## src/optw_map.svh

```systemverilog
`ifndef OPTW_MAP_SVH
`define OPTW_MAP_SVH
// Behaviour
// RULE1: a debug-mode bit of 1 leaves the serial programming clock and data pins as general purpose I/O, 0 gives them to debug.
// RULE2: option word bit 11 is not implemented and always reads as 1.
// RULE3: the brown-out select bit picks 1.9V when 1 and 2.5V when 0.
// RULE4: with the stack fault reset enable bit at 1, a stack overflow or underflow requests a device reset.
// RULE5: with the stack fault reset enable bit at 0, a stack overflow or underflow causes no reset by itself.
// RULE6: the external programmer keeps the debug-mode bit at 1 for normal operation.
// RULE7: a regulator capacitor enable bit of 0 routes the capacitor function onto port F bit zero.

// register addresses
`define OPTW_ADDR_WORD 8'h00
`define OPTW_ADDR_STAT 8'h01

// option word layout
`define OPTW_BIT_LOW_VOLT_PROG 13
`define OPTW_BIT_DEBUG 12
`define OPTW_BIT_UNIMP11 11
`define OPTW_BIT_BOR_SEL 10
`define OPTW_BIT_STKRST 9
`define OPTW_BIT_CLKMUL 8
`define OPTW_BIT_CAP 4
`define OPTW_BIT_WRT_HI 1
`define OPTW_BIT_WRT_LO 0
`define OPTW_IMPL_MASK 14'h3713
`define OPTW_RESET 14'h3fff

// status layout
`define OPTW_ST_FAULT 0
`define OPTW_ST_DEBUG_OWNS 1
`define OPTW_ST_BOR_1V9 2
`define OPTW_ST_PIN_CLK 3
`define OPTW_ST_PIN_DAT 4
`define OPTW_ST_STKRST 5

`endif

```

## src/optw_pkg.sv

```systemverilog
package optw_pkg;
   typedef struct packed {
      logic [7:0] addr;
      logic [15:0] wdata;
      logic wr;
      logic rd;
   } reg_req_t;

   typedef struct packed {
      logic [2:0] ff1;
      logic [2:0] ff2;
      logic [2:0] ff3;
      logic [2:0] level;
   } sync_state_t;

   typedef struct packed {
      logic [13:0] word;
      logic [15:0] rdata;
      logic stack_fault_seen;
      logic stack_reset;
      logic pins_gpio;
      logic bor_sel_1v9;
      logic cap_on_port_f;
      logic low_voltage_program_enable;
      logic clock_multiplier_enable;
      logic [1:0] self_write_protect;
   } optw_state_t;
endpackage

```

## src/optw_decode.sv

```systemverilog
// Added by the designer: strobed register access and the register addresses.
`timescale 1ns/1ps
`default_nettype none
`include "optw_map.svh"
module optw_decode (
   input wire logic i_clk_sys,
   input wire logic i_reset_n,
   input wire logic i_clk_en,
   input wire optw_pkg::reg_req_t i_bus,
   input wire logic i_stack_overflow,
   input wire logic i_stack_underflow,
   input wire logic i_serial_program_clock_pin,
   input wire logic i_serial_program_data_pin,
   input wire logic i_master_clear_program_voltage_pin,
   output logic [15:0] o_rdata,
   output logic o_pins_gpio,
   output logic o_bor_sel_1v9,
   output logic o_stack_reset,
   output logic o_cap_on_port_f_bit_zero_pin,
   output logic o_low_voltage_program_enable,
   output logic o_clock_multiplier_enable,
   output logic [1:0] o_self_write_protect
);
   import optw_pkg::*;

   optw_state_t st_r;
   optw_state_t st_nxt;
   logic [2:0] pin_levels;
   logic stack_fault;
   logic wr_word;
   logic wr_stat;
   logic rd_word;
   logic rd_stat;
   // reset state decodes the erased word, so outputs never disagree with it after reset
   localparam logic [13:0] erased_word = `OPTW_RESET;

   // unimplemented positions always hold ones, both when stored and when read
   function automatic logic [13:0] fill_unimpl(input logic [13:0] w);
      fill_unimpl = w | ~`OPTW_IMPL_MASK;
   endfunction

   function automatic logic addr_hit(input reg_req_t b, input logic [7:0] a);
      addr_hit = (b.addr == a);
   endfunction

   optw_pin_sync u_pin_sync (
      .i_clk_sys(i_clk_sys),
      .i_reset_n(i_reset_n),
      .i_clk_en(i_clk_en),
      .i_pins({i_master_clear_program_voltage_pin, i_serial_program_data_pin, i_serial_program_clock_pin}),
      .o_levels(pin_levels)
   );

   assign stack_fault = i_stack_overflow | i_stack_underflow;
   assign wr_word = i_bus.wr & addr_hit(i_bus, `OPTW_ADDR_WORD);
   assign wr_stat = i_bus.wr & addr_hit(i_bus, `OPTW_ADDR_STAT);
   assign rd_word = i_bus.rd & addr_hit(i_bus, `OPTW_ADDR_WORD);
   assign rd_stat = i_bus.rd & addr_hit(i_bus, `OPTW_ADDR_STAT);

   always_comb begin
      st_nxt = st_r;

      // the programmer is the only writer; nothing in the core changes the word
      if (wr_word) begin
         st_nxt.word = fill_unimpl(i_bus.wdata[13:0]);
      end

      // decoded controls follow the word being taken, so they never lag a write
      st_nxt.pins_gpio = st_nxt.word[`OPTW_BIT_DEBUG]; // RULE1
      st_nxt.bor_sel_1v9 = st_nxt.word[`OPTW_BIT_BOR_SEL]; // RULE3
      st_nxt.cap_on_port_f = ~st_nxt.word[`OPTW_BIT_CAP]; // RULE7
      st_nxt.low_voltage_program_enable = st_nxt.word[`OPTW_BIT_LOW_VOLT_PROG];
      st_nxt.clock_multiplier_enable = st_nxt.word[`OPTW_BIT_CLKMUL];
      st_nxt.self_write_protect = {st_nxt.word[`OPTW_BIT_WRT_HI], st_nxt.word[`OPTW_BIT_WRT_LO]};

      // reset request only while enabled; a disabled fault is just logged
      st_nxt.stack_reset = stack_fault & st_r.word[`OPTW_BIT_STKRST]; // RULE4 RULE5

      // sticky log; a fault in the clearing cycle wins
      if (wr_stat && i_bus.wdata[`OPTW_ST_FAULT]) begin
         st_nxt.stack_fault_seen = 1'b0;
      end
      if (stack_fault) begin
         st_nxt.stack_fault_seen = 1'b1;
      end

      // read data live for one cycle only; unmapped reads return zero
      st_nxt.rdata = 16'h0000;
      case (1'b1)
         rd_word: begin
            st_nxt.rdata = {2'h0, fill_unimpl(st_r.word)}; // RULE2
         end
         rd_stat: begin
            st_nxt.rdata[`OPTW_ST_FAULT] = st_r.stack_fault_seen;
            st_nxt.rdata[`OPTW_ST_DEBUG_OWNS] = ~st_r.pins_gpio;
            st_nxt.rdata[`OPTW_ST_BOR_1V9] = st_r.bor_sel_1v9;
            // pin levels only mean anything while the pins are ordinary I/O
            st_nxt.rdata[`OPTW_ST_PIN_CLK] = pin_levels[0] & st_r.pins_gpio;
            st_nxt.rdata[`OPTW_ST_PIN_DAT] = pin_levels[1] & st_r.pins_gpio;
            st_nxt.rdata[`OPTW_ST_STKRST] = st_r.stack_reset;
         end
         default: begin
            st_nxt.rdata = 16'h0000;
         end
      endcase
   end

   always_ff @(posedge i_clk_sys or negedge i_reset_n) begin
      if (!i_reset_n) begin
         // erased word: every option bit at its ones value
         st_r.word <= erased_word;
         st_r.rdata <= '0;
         st_r.stack_fault_seen <= 1'b0;
         st_r.stack_reset <= 1'b0;
         st_r.pins_gpio <= erased_word[`OPTW_BIT_DEBUG];
         st_r.bor_sel_1v9 <= erased_word[`OPTW_BIT_BOR_SEL];
         st_r.cap_on_port_f <= ~erased_word[`OPTW_BIT_CAP];
         st_r.low_voltage_program_enable <= erased_word[`OPTW_BIT_LOW_VOLT_PROG];
         st_r.clock_multiplier_enable <= erased_word[`OPTW_BIT_CLKMUL];
         st_r.self_write_protect <= {erased_word[`OPTW_BIT_WRT_HI], erased_word[`OPTW_BIT_WRT_LO]};
      end else if (i_clk_en) begin
         st_r <= st_nxt;
      end
   end

   assign o_rdata = st_r.rdata;
   assign o_pins_gpio = st_r.pins_gpio;
   assign o_bor_sel_1v9 = st_r.bor_sel_1v9;
   assign o_stack_reset = st_r.stack_reset;
   assign o_cap_on_port_f_bit_zero_pin = st_r.cap_on_port_f;
   assign o_low_voltage_program_enable = st_r.low_voltage_program_enable;
   assign o_clock_multiplier_enable = st_r.clock_multiplier_enable;
   assign o_self_write_protect = st_r.self_write_protect;
endmodule
`default_nettype wire

```

## src/optw_pin_sync.sv

```systemverilog
`timescale 1ns/1ps
`default_nettype none
module optw_pin_sync (
   input wire logic i_clk_sys,
   input wire logic i_reset_n,
   input wire logic i_clk_en,
   input wire logic [2:0] i_pins,
   output logic [2:0] o_levels
);
   import optw_pkg::*;

   sync_state_t st_r;
   sync_state_t st_nxt;

   always_comb begin
      st_nxt = st_r;
      st_nxt.ff1 = i_pins;
      st_nxt.ff2 = st_r.ff1;
      st_nxt.ff3 = st_r.ff2;
      // accept a change only once two stages agree, so a single late sample cannot glitch through
      for (int i = 0; i < 3; i++) begin
         if (st_r.ff2[i] == st_r.ff3[i]) begin
            st_nxt.level[i] = st_r.ff3[i];
         end
      end
   end

   always_ff @(posedge i_clk_sys or negedge i_reset_n) begin
      if (!i_reset_n) begin
         st_r <= '0;
      end else if (i_clk_en) begin
         st_r <= st_nxt;
      end
   end

   assign o_levels = st_r.level;
endmodule
`default_nettype wire

```

## config.mk

```make
export PLATFORM = sky130hd
export DESIGN_NAME = optw_decode
export DESIGN_NICKNAME = d
export VERILOG_FILES = /design/src/optw_pkg.sv /design/src/optw_decode.sv /design/src/optw_pin_sync.sv
export VERILOG_INCLUDE_DIRS = /design/src
export SDC_FILE = /design/constraint.sdc
export NUM_CORES = 1
export LEC_CHECK = 0
export BUFFER_PORTS_ARGS = -buffer_cell sky130_fd_sc_hd__buf_4
export CORE_UTILIZATION = 40
export CTS_CLUSTER_DIAMETER = 200
export DETAILED_ROUTE_END_ITERATION = 10
export GPL_TIMING_DRIVEN = 0
export PLACE_DENSITY = 0.68
export SYNTH_ARGS = -nofsm -noshare
export SYNTH_HDL_FRONTEND = slang
export SYNTH_SLANG_ARGS = --single-unit
```

## constraint.sdc

```tcl
create_clock -name i_clk_sys -period 1.6 [get_ports i_clk_sys]
set_input_delay 0.08 -clock i_clk_sys [delete_from_list [all_inputs] [get_ports i_clk_sys]]
set_output_delay 0.08 -clock i_clk_sys [all_outputs]
set_load 0.02 [all_outputs]
```

# Word level (Yosys, flattened, before mapping)
# Index checks and enable logic that the tools add are counted.
# op_classes
eq_ne,3
bitwise_logic,10
reduce_logical,7
n_mux,6
# ops
op,count
two-way mux 14 bit,1
two-way mux 6 bit,2
"== test 8 x 1 -> 1 bit, second input constant",1
zero test 8 bit,1
two-way mux 8 bit,1
AND reduction 2 bit,4
AND 1 bit,7
== test 1 bit,2
two-way mux 1 bit,2
NOT 1 bit,2
nonzero test 2 bit,1
logical AND 1 bit,1
bitwise OR 1 bit,1
# totals
out_inout_bits,24
word_cells,42
regBits,41
input_bits,34

# Longest topological paths before layout
# Gate-level depths: netlist of the first run.
# logic_depth
word_depth,5
mapped_depth,5
mapped_depth_nobuf,3

# Hierarchy
# Synthesis of the first run repeated with hierarchy kept, for this count alone.
# unflattened
cells_unflattened,135
hier_area_um2,1706.6
# modules_own_cells
module,area_per_inst_um2,seq_area_each_um2,n_inst,cells_per_inst
optw_decode,1171.1,585.6,1,96
optw_pin_sync,535.5,300.3,1,39

# Least setup slack after synthesis of the first run
# Ideal clock, no wire load.
# synth_timing
path_type,input-to-reg
start,input port i_clk_en
end,register st_r[25] in the netlist's numbering
setup_slack_ns,0.565
t_arrival_ns,0.952
setup_ns,0.082
cell_stages,4
required_time_ns,1.518
path_buffers,1
cell_sequence,buf_4 -> nor4b_4 -> nand3_4 -> mux2_2
# synth_rtl
element,line,text
from (decl),optw_decode.sv:8,"input wire logic i_clk_en,"
to (signal assigned),optw_decode.sv:122,st_r <= st_nxt;
to (decl),optw_decode.sv:26,optw_state_t st_r;

==> results of run 1 <==
## power by group
| group | total, W | switching [W] | leakage, nW | internal [W] |
|---|---|---|---|---|
| clock network | 0.000565 | 0.000256 | 0.0395 | 0.000308 |
| logic | 0.000191 | 0.0000940 | 0.520 | 0.0000973 |
| registers | 0.000874 | 0.0000353 | 0.378 | 0.000839 |
| total | 0.00163 | 0.000386 | 0.937 | 0.00124 |
## registers in the layout, summed over array words and instances (netlist names)
signal and count:
o_cap_on_port_f_bit_zero_pin 1, o_rdata 12, o_stack_reset 1, st_r 9
u_pin_sync.o_levels 2, u_pin_sync.st_nxt 4, u_pin_sync.st_r 2
## synth_stat cells (2+ instances only)
library cell	count	area share (%)
dfrtp_1	23	39
buf_4	19	9.7
mux2_2	12	9.2
o2bb2ai_1	11	6.5
inv_1	10	2.5
dfstp_2	8	14
o21ai_0	7	2.4
nor2b_1	4	1.7
nand2_1	3	0.76
nand3_1	3	1.0
a21oi_1	2	0.68
clkbuf_1	2	0.51
mux2i_1	2	1.4
## worst paths after layout
kind | start | endpoint | slack (ns)
min reg2reg | o_rdata[3] | o_rdata[3] | 0.49
max | st_r[25] | o_self_write_protect[0] | 0.48
max reg2reg | st_r[29] | o_cap_on_port_f_bit_zero_pin | 0.65
max in group asynchronous | i_reset_n | st_r[35] | 1.00
min | i_bus[10] | st_r[33] | 0.04
min in group asynchronous | i_reset_n | u_pin_sync.st_nxt[4] | 0.28
## kinds of logic after synthesis
family                 Yosys count  share of synthesized area, %
buffers and inverters           32                          13.1
and+or+nand+nor                 18                          10.2
other                            1                         0.254
AOI/OAI and AO/OA               26                          12.7
DFF                             31                          53.3
muxes                           14                          10.5
## per-layer routing
| metal | up-vias | global-route usage, % | wire [µm] |
|---|---|---|---|
| li1 | 510 | - | - |
| met1 | 500 | 19.4 | 1230 |
| met2 | 34 | 29.8 | 1470 |
| met3 | 2 | 4.01 | 147 |
| met4 | 0 | 6.10 | 27 |
| met5 | - | 0 | 0 |
## cell type report
type	instances	area, µm²	area share (%)
Sequential cell	31	786	40.2
Multi-Input combinational cell	60	500	25.6
Timing Repair Buffer	45	340	17.4
Buffer	22	155	7.93
Clock buffer	8	80.1	4.09
Tap cell	46	57.6	2.94
Inverter	10	37.5	1.92
## metrics by stage
step,cell area [µm²],hold WS [ns],utilization [%]
floorplan,1480,-0.216,-
global route,1960,0.0378,56.9
finish,1960,0.0426,56.9
global placement,1870,0.0262,54.2
detailed placement,1870,0.0324,54.2
CTS,1960,0.0375,56.9
==> metrics.md, run 1 <==
| Metric | Value |
|---|---|
| Root Driver | `clkbuf_8` |
| YS warnings | `0` |
| Hold depth | `2` |
| First-pass GRT wire length | `approximately 5000 µm` |
| Port Buffers | `44` |
| Crit path launch type | `register` |
| Crit. End Element | `output port` |
| CTS H-tree lvls | `2` |
| Die width | `62.7 µm` |
| Setup WS pre-CTS | `roughly 0.21 ns` |
| RSZ-0062 raised after global routing | `no` |
| Cts hold-fix bufs | `1` |
| Clk sinks | `31` |
| Post-route ant nets | `0` |
| Commonest non-fill, non-tap cells in the layout | `buf_4 (63), dfrtp_1 (23), mux2_2 (12)` |
| Crit path kind | `register to output port` |
| Clock transition at path regs | `approximately 0.06 ns` |
| Buf+Inv Stages, Crit Path | `2` |
| Area grow syn2layout | `32.7%` |
| VDD IR max | `approximately 0.47 mV` |
| Most common cell after layout, fill and taps aside | `buf_4` |
| WL per Instance | `between 10 and 15 µm` |
| CP dominant cell by count | `buf_4` |
| Ys async rst share | `100%` |
| Sequential fraction of the synthesis area | `53.3%` |
| Std cell rows | `21` |
| Post-cts sizing count | `0` |
| TritonCTS clock tree | `yes` |
| Post-Syn Instances | `122` |
| Synth cell types | `29` |
| Initial antenna violation count | `0` |
| DRC | `0` |
| Max-slew violations | `0` |
| Layout Skew | `between 0.002 and 0.003 ns` |
| Reg2reg path depth | `3` |
| Cell breakdown of the critical path | `buf_4 > buf_4` |
| Worst Setup Slack, final | `0.482 ns` |
| Final setup fails | `0` |
| Vias in the first global route | `between 1,000 and 1,500` |
| First-pass DRT Iterations | `4` |
| NumNets Final | `roughly 210` |
| Iteration-0 DRC Markers | `18` |
| Power per cell area | `approximately 830 mW/mm²` |
| Top Ports | `58` |
| Vias per cell | `4.71` |
| Layout filler cell count | `314` |
| MaxCap Viol Count | `0` |
| Final period utilization | `a little over two thirds` |
| Core Area | `0.00344 mm²` |
| Worst Path Max Fanout | `3` |
| Crit-path leading delay family | `flip-flops` |
| Worst EP arrival | `~1.0 ns` |
| Initial Util | `a little over two fifths` |
| F_max | `approximately 890 MHz` |
| DP Wirelength | `~2200 µm` |
| Power after layout | `0.00163 W` |
| Avg Inst Size Synth | `roughly 12 µm²` |
| GRT overflow | `0` |
| Leak Pwr | `around 0.94 nW` |
| GRT Util Overall | `approximately 17%` |
| Overall routed net length | `about 2900 µm` |
| Number of synthesized register bits | `31` |
| Cell count along the critical path | `2` |
| Top_reg_cell synth | `dfrtp_1` |
| CTS max path bufs | `2` |
| Fin Setup TNS | `0 ns` |
| Final hold vios | `0` |
| Die area | `between 0.003 and 0.004 mm²` |
| Clk_lat worst skew | `roughly 0.27 ns` |
| Netlist Area Pre-Place | `~0.0015 mm²` |
| Via count | `1,046` |
| # placed instances | `around 210` |
| Crit-path max cell delay | `between 0.5 and 0.6 ns` |
| Status | `finished, final reports clean` |
| Hold Path Class | `input pin to register` |
| Post-synth EDFFs | `0` |
| Routability congestion estimate | `between 0.7 and 0.8` |
| ANT cells | `0` |
| Number of CTS-inserted buffers | `5` |
| Slowest-stage cell, CP | `dfstp_2` |
| Min Clock Period, post-route | `roughly 1.1 ns` |
| Pin count of the biggest net entering global routing | `32` |
| Post-route insts no fill | `222` |
| Layout cell share with drive strength beyond 1 | `a little over half` |
| Die Y | `about 63 µm` |
| Critical Path RT | `roughly 1.5 ns` |
| Post-CTS Setup Repair Bufs | `0` |
Note: power is estimated with default switching activity, not from simulation.
==> run 2: changes to the inputs <==
==> constraint.sdc (replaced) <==
create_clock -name i_clk_sys -period 1.05 [get_ports i_clk_sys]
set_input_delay 0.0525 -clock i_clk_sys [delete_from_list [all_inputs] [get_ports i_clk_sys]]
set_output_delay 0.0525 -clock i_clk_sys [all_outputs]
set_load 0.02 [all_outputs]
==> run 2 against run 1 <==
Global-route usage about the same. Clock skew increased by 0.0013 ns. Sequential share of layout area fell by 0.46 points. Core utilization increased by 0.65 points. Largest power group unchanged. Highest routed layer unchanged.
==> metrics.md, run 2 (synthesis gave the netlist of run 1 again) <==
| Metric | Value |
|---|---|
| Max-slew violations | `0 (unchanged)` |
| Hold Path Class | `input pin to register` |
| Most common cell after layout, fill and taps aside | `buf_4` |
| GRT overflow | `0 (unchanged)` |
| Number of CTS-inserted buffers | `5 (unchanged)` |
| # placed instances | `213 (unchanged)` |
| Worst EP arrival | `0.97 ns (-0.07 ns)` |
| Final period utilization | `between 90 and 100%` |
| R2R Path Start | `st_r[37]` |
| Crit path kind | `register to output port` |
| Iteration-0 DRC Markers | `34 (+16)` |
| Die area | `0.00394 mm² (unchanged)` |
| Area grow syn2layout | `34.2%` |
| First-pass DRT Iterations | `4 (unchanged)` |
| Leak Pwr | `0.944 nW (+0.75%)` |
| Cell breakdown of the critical path | `buf_6` |
| Port Buffers | `44 (unchanged)` |
| Die width | `62.7 µm (unchanged)` |
| RSZ-0062 raised after global routing | `yes` |
| Die Y | `62.7 µm (unchanged)` |
| Slowest-stage cell, CP | `dfstp_2` |
| Min Clock Period, post-route | `1.02 ns` |
| Final setup fails | `0 (unchanged)` |
| Status | `finished, final reports clean` |
| Pin count of the biggest net entering global routing | `32 (unchanged)` |
| Multi-input gate area | `500 µm² (unchanged)` |
| Via count | `1,065 (+1.8%)` |
| Crit path launch type | `register` |
| Layout cell share with drive strength beyond 1 | `54.2% (+0.26 points)` |
| Final hold vios | `0 (unchanged)` |
| Power per cell area | `1260 mW/mm² (+51%)` |
| Seq. cell area | `786 µm² (unchanged)` |
| Worst Min Path Start | `i_bus[10]` |
| Root Driver | `clkbuf_8` |
| MaxCap Viol Count | `0 (unchanged)` |
| Crit-path max cell delay | `0.57 ns (+0.03 ns)` |
| Reg2reg path depth | `3 (unchanged)` |
| Finished Core Util | `57.5% (+0.65 points)` |
| Layout filler cell count | `306 (-2.5%)` |
| CTS H-tree lvls | `2 (unchanged)` |
| FF-to-FF setup slack | `0.10 ns (-0.55 ns)` |
| Crit. End Element | `output port` |
| Post-route ant nets | `0 (unchanged)` |
| Vias per cell | `4.78 (+1.4%)` |
| TritonCTS clock tree | `yes` |
| WL per Instance | `13.1 µm (+0.97%)` |
| Hold depth | `2 (unchanged)` |
| Crit path launch | `st_r[37]` |
| GRT Util Overall | `16.8% (+0.039 points)` |
| Max reg flops | `12 (unchanged)` |
| VDD IR max | `0.721 mV (+53%)` |
| Overall routed net length | `2920 µm (+1.4%)` |
| ANT cells | `0 (unchanged)` |
| Clk_lat worst skew | `0.27 ns (about the same)` |
| Worst Path Max Fanout | `5 (+2)` |
| Initial Util | `42.9% (unchanged)` |
| NumNets Final | `210 (+0.48%)` |
| Crit-path leading delay family | `flip-flops` |
| Post-route insts no fill | `223 (+0.45%)` |
| Core Area | `0.00344 mm² (unchanged)` |
| DRC | `0 (unchanged)` |
| Clock transition at path regs | `0.06 ns (about the same)` |
| Cell count along the critical path | `1 (-1)` |
| Std cell rows | `21 (unchanged)` |
| F_max | `just under 1000 MHz` |
| Final Hold Slack | `0.0140 ns (-0.0287 ns)` |
| Vias in the first global route | `1,146 (-0.17%)` |
| CTS max path bufs | `2 (unchanged)` |
| Clk sinks | `31 (unchanged)` |
| Routability congestion estimate | `0.794 (unchanged)` |
| Top Ports | `58 (unchanged)` |
| Critical Path RT | `1.00 ns (-0.52 ns)` |
| Buf+Inv Stages, Crit Path | `1 (-1)` |
| DP Wirelength | `2170 µm (unchanged)` |
| First-pass GRT wire length | `5140 µm (unchanged)` |
| Fin Setup TNS | `0 ns (unchanged)` |
| Layout Skew | `0.00416 ns (+0.00127 ns)` |
| Initial antenna violation count | `0 (unchanged)` |
| Commonest non-fill, non-tap cells in the layout | `buf_4 (60), dfrtp_1 (23), mux2_2 (12)` |
[run 2: through the flow]
stage,setup slack [ns],power (W),cell area [µm²]
2_1_floorplan,0.0429,0.00149,1480
3_3_place_gp,-0.231,0.00163,1870
3_5_place_dp,-0.310,0.00165,1870
4_1_cts,0.000497,0.00251,1960
5_1_grt,-0.0122,0.00260,1980
6_report,0.0285,0.00249,1980
[run 2: layer usage]
layer / routed length (µm) / vias to the layer above / global-route usage [%]
met4: 27 / 0 / 6.10
met1: 1240 / 514 / 19.6
met3: 145 / 2 / 4.01
li1: - / 513 / -
met2: 1510 / 36 / 29.6
met5: 0 / - / 0
[run 2: report_power, final]
group / switching (W) / leakage [nW] / internal, W
Combinational: 0.000143 / 0.527 / 0.000150
Sequential: 0.0000549 / 0.378 / 0.00128
Clock: 0.000390 / 0.0395 / 0.000470
Total: 0.000588 / 0.944 / 0.00190
[run 2: worst paths after layout]
| check | to |
|---|---|
| max | o_pins_gpio |
| min | st_r[33] |
| max reg2reg | o_rdata[1] |
| min reg2reg | o_rdata[3] |
| max in group asynchronous | st_r[35] |
| min in group asynchronous | u_pin_sync.st_nxt[4] |
[run 2: layout make-up]
class                   instances  area share, %
inverters                      10           1.90
multi-input cells              60           25.3
clock buffers                   8           4.05
flip-flops and latches         31           39.7
repair buffers                 48           19.1
well taps                      46           2.91
plain buffers                  20           7.08
[run 2: timing repair]
action                                  4_1_cts  5_1_grt
endpoints found under the hold margin        23        0
endpoints found under the setup margin        3        9
buffers inserted                              2        1
hold buffers                                  1        0
gates resized for setup                       2        2
pin swaps                                     1        1
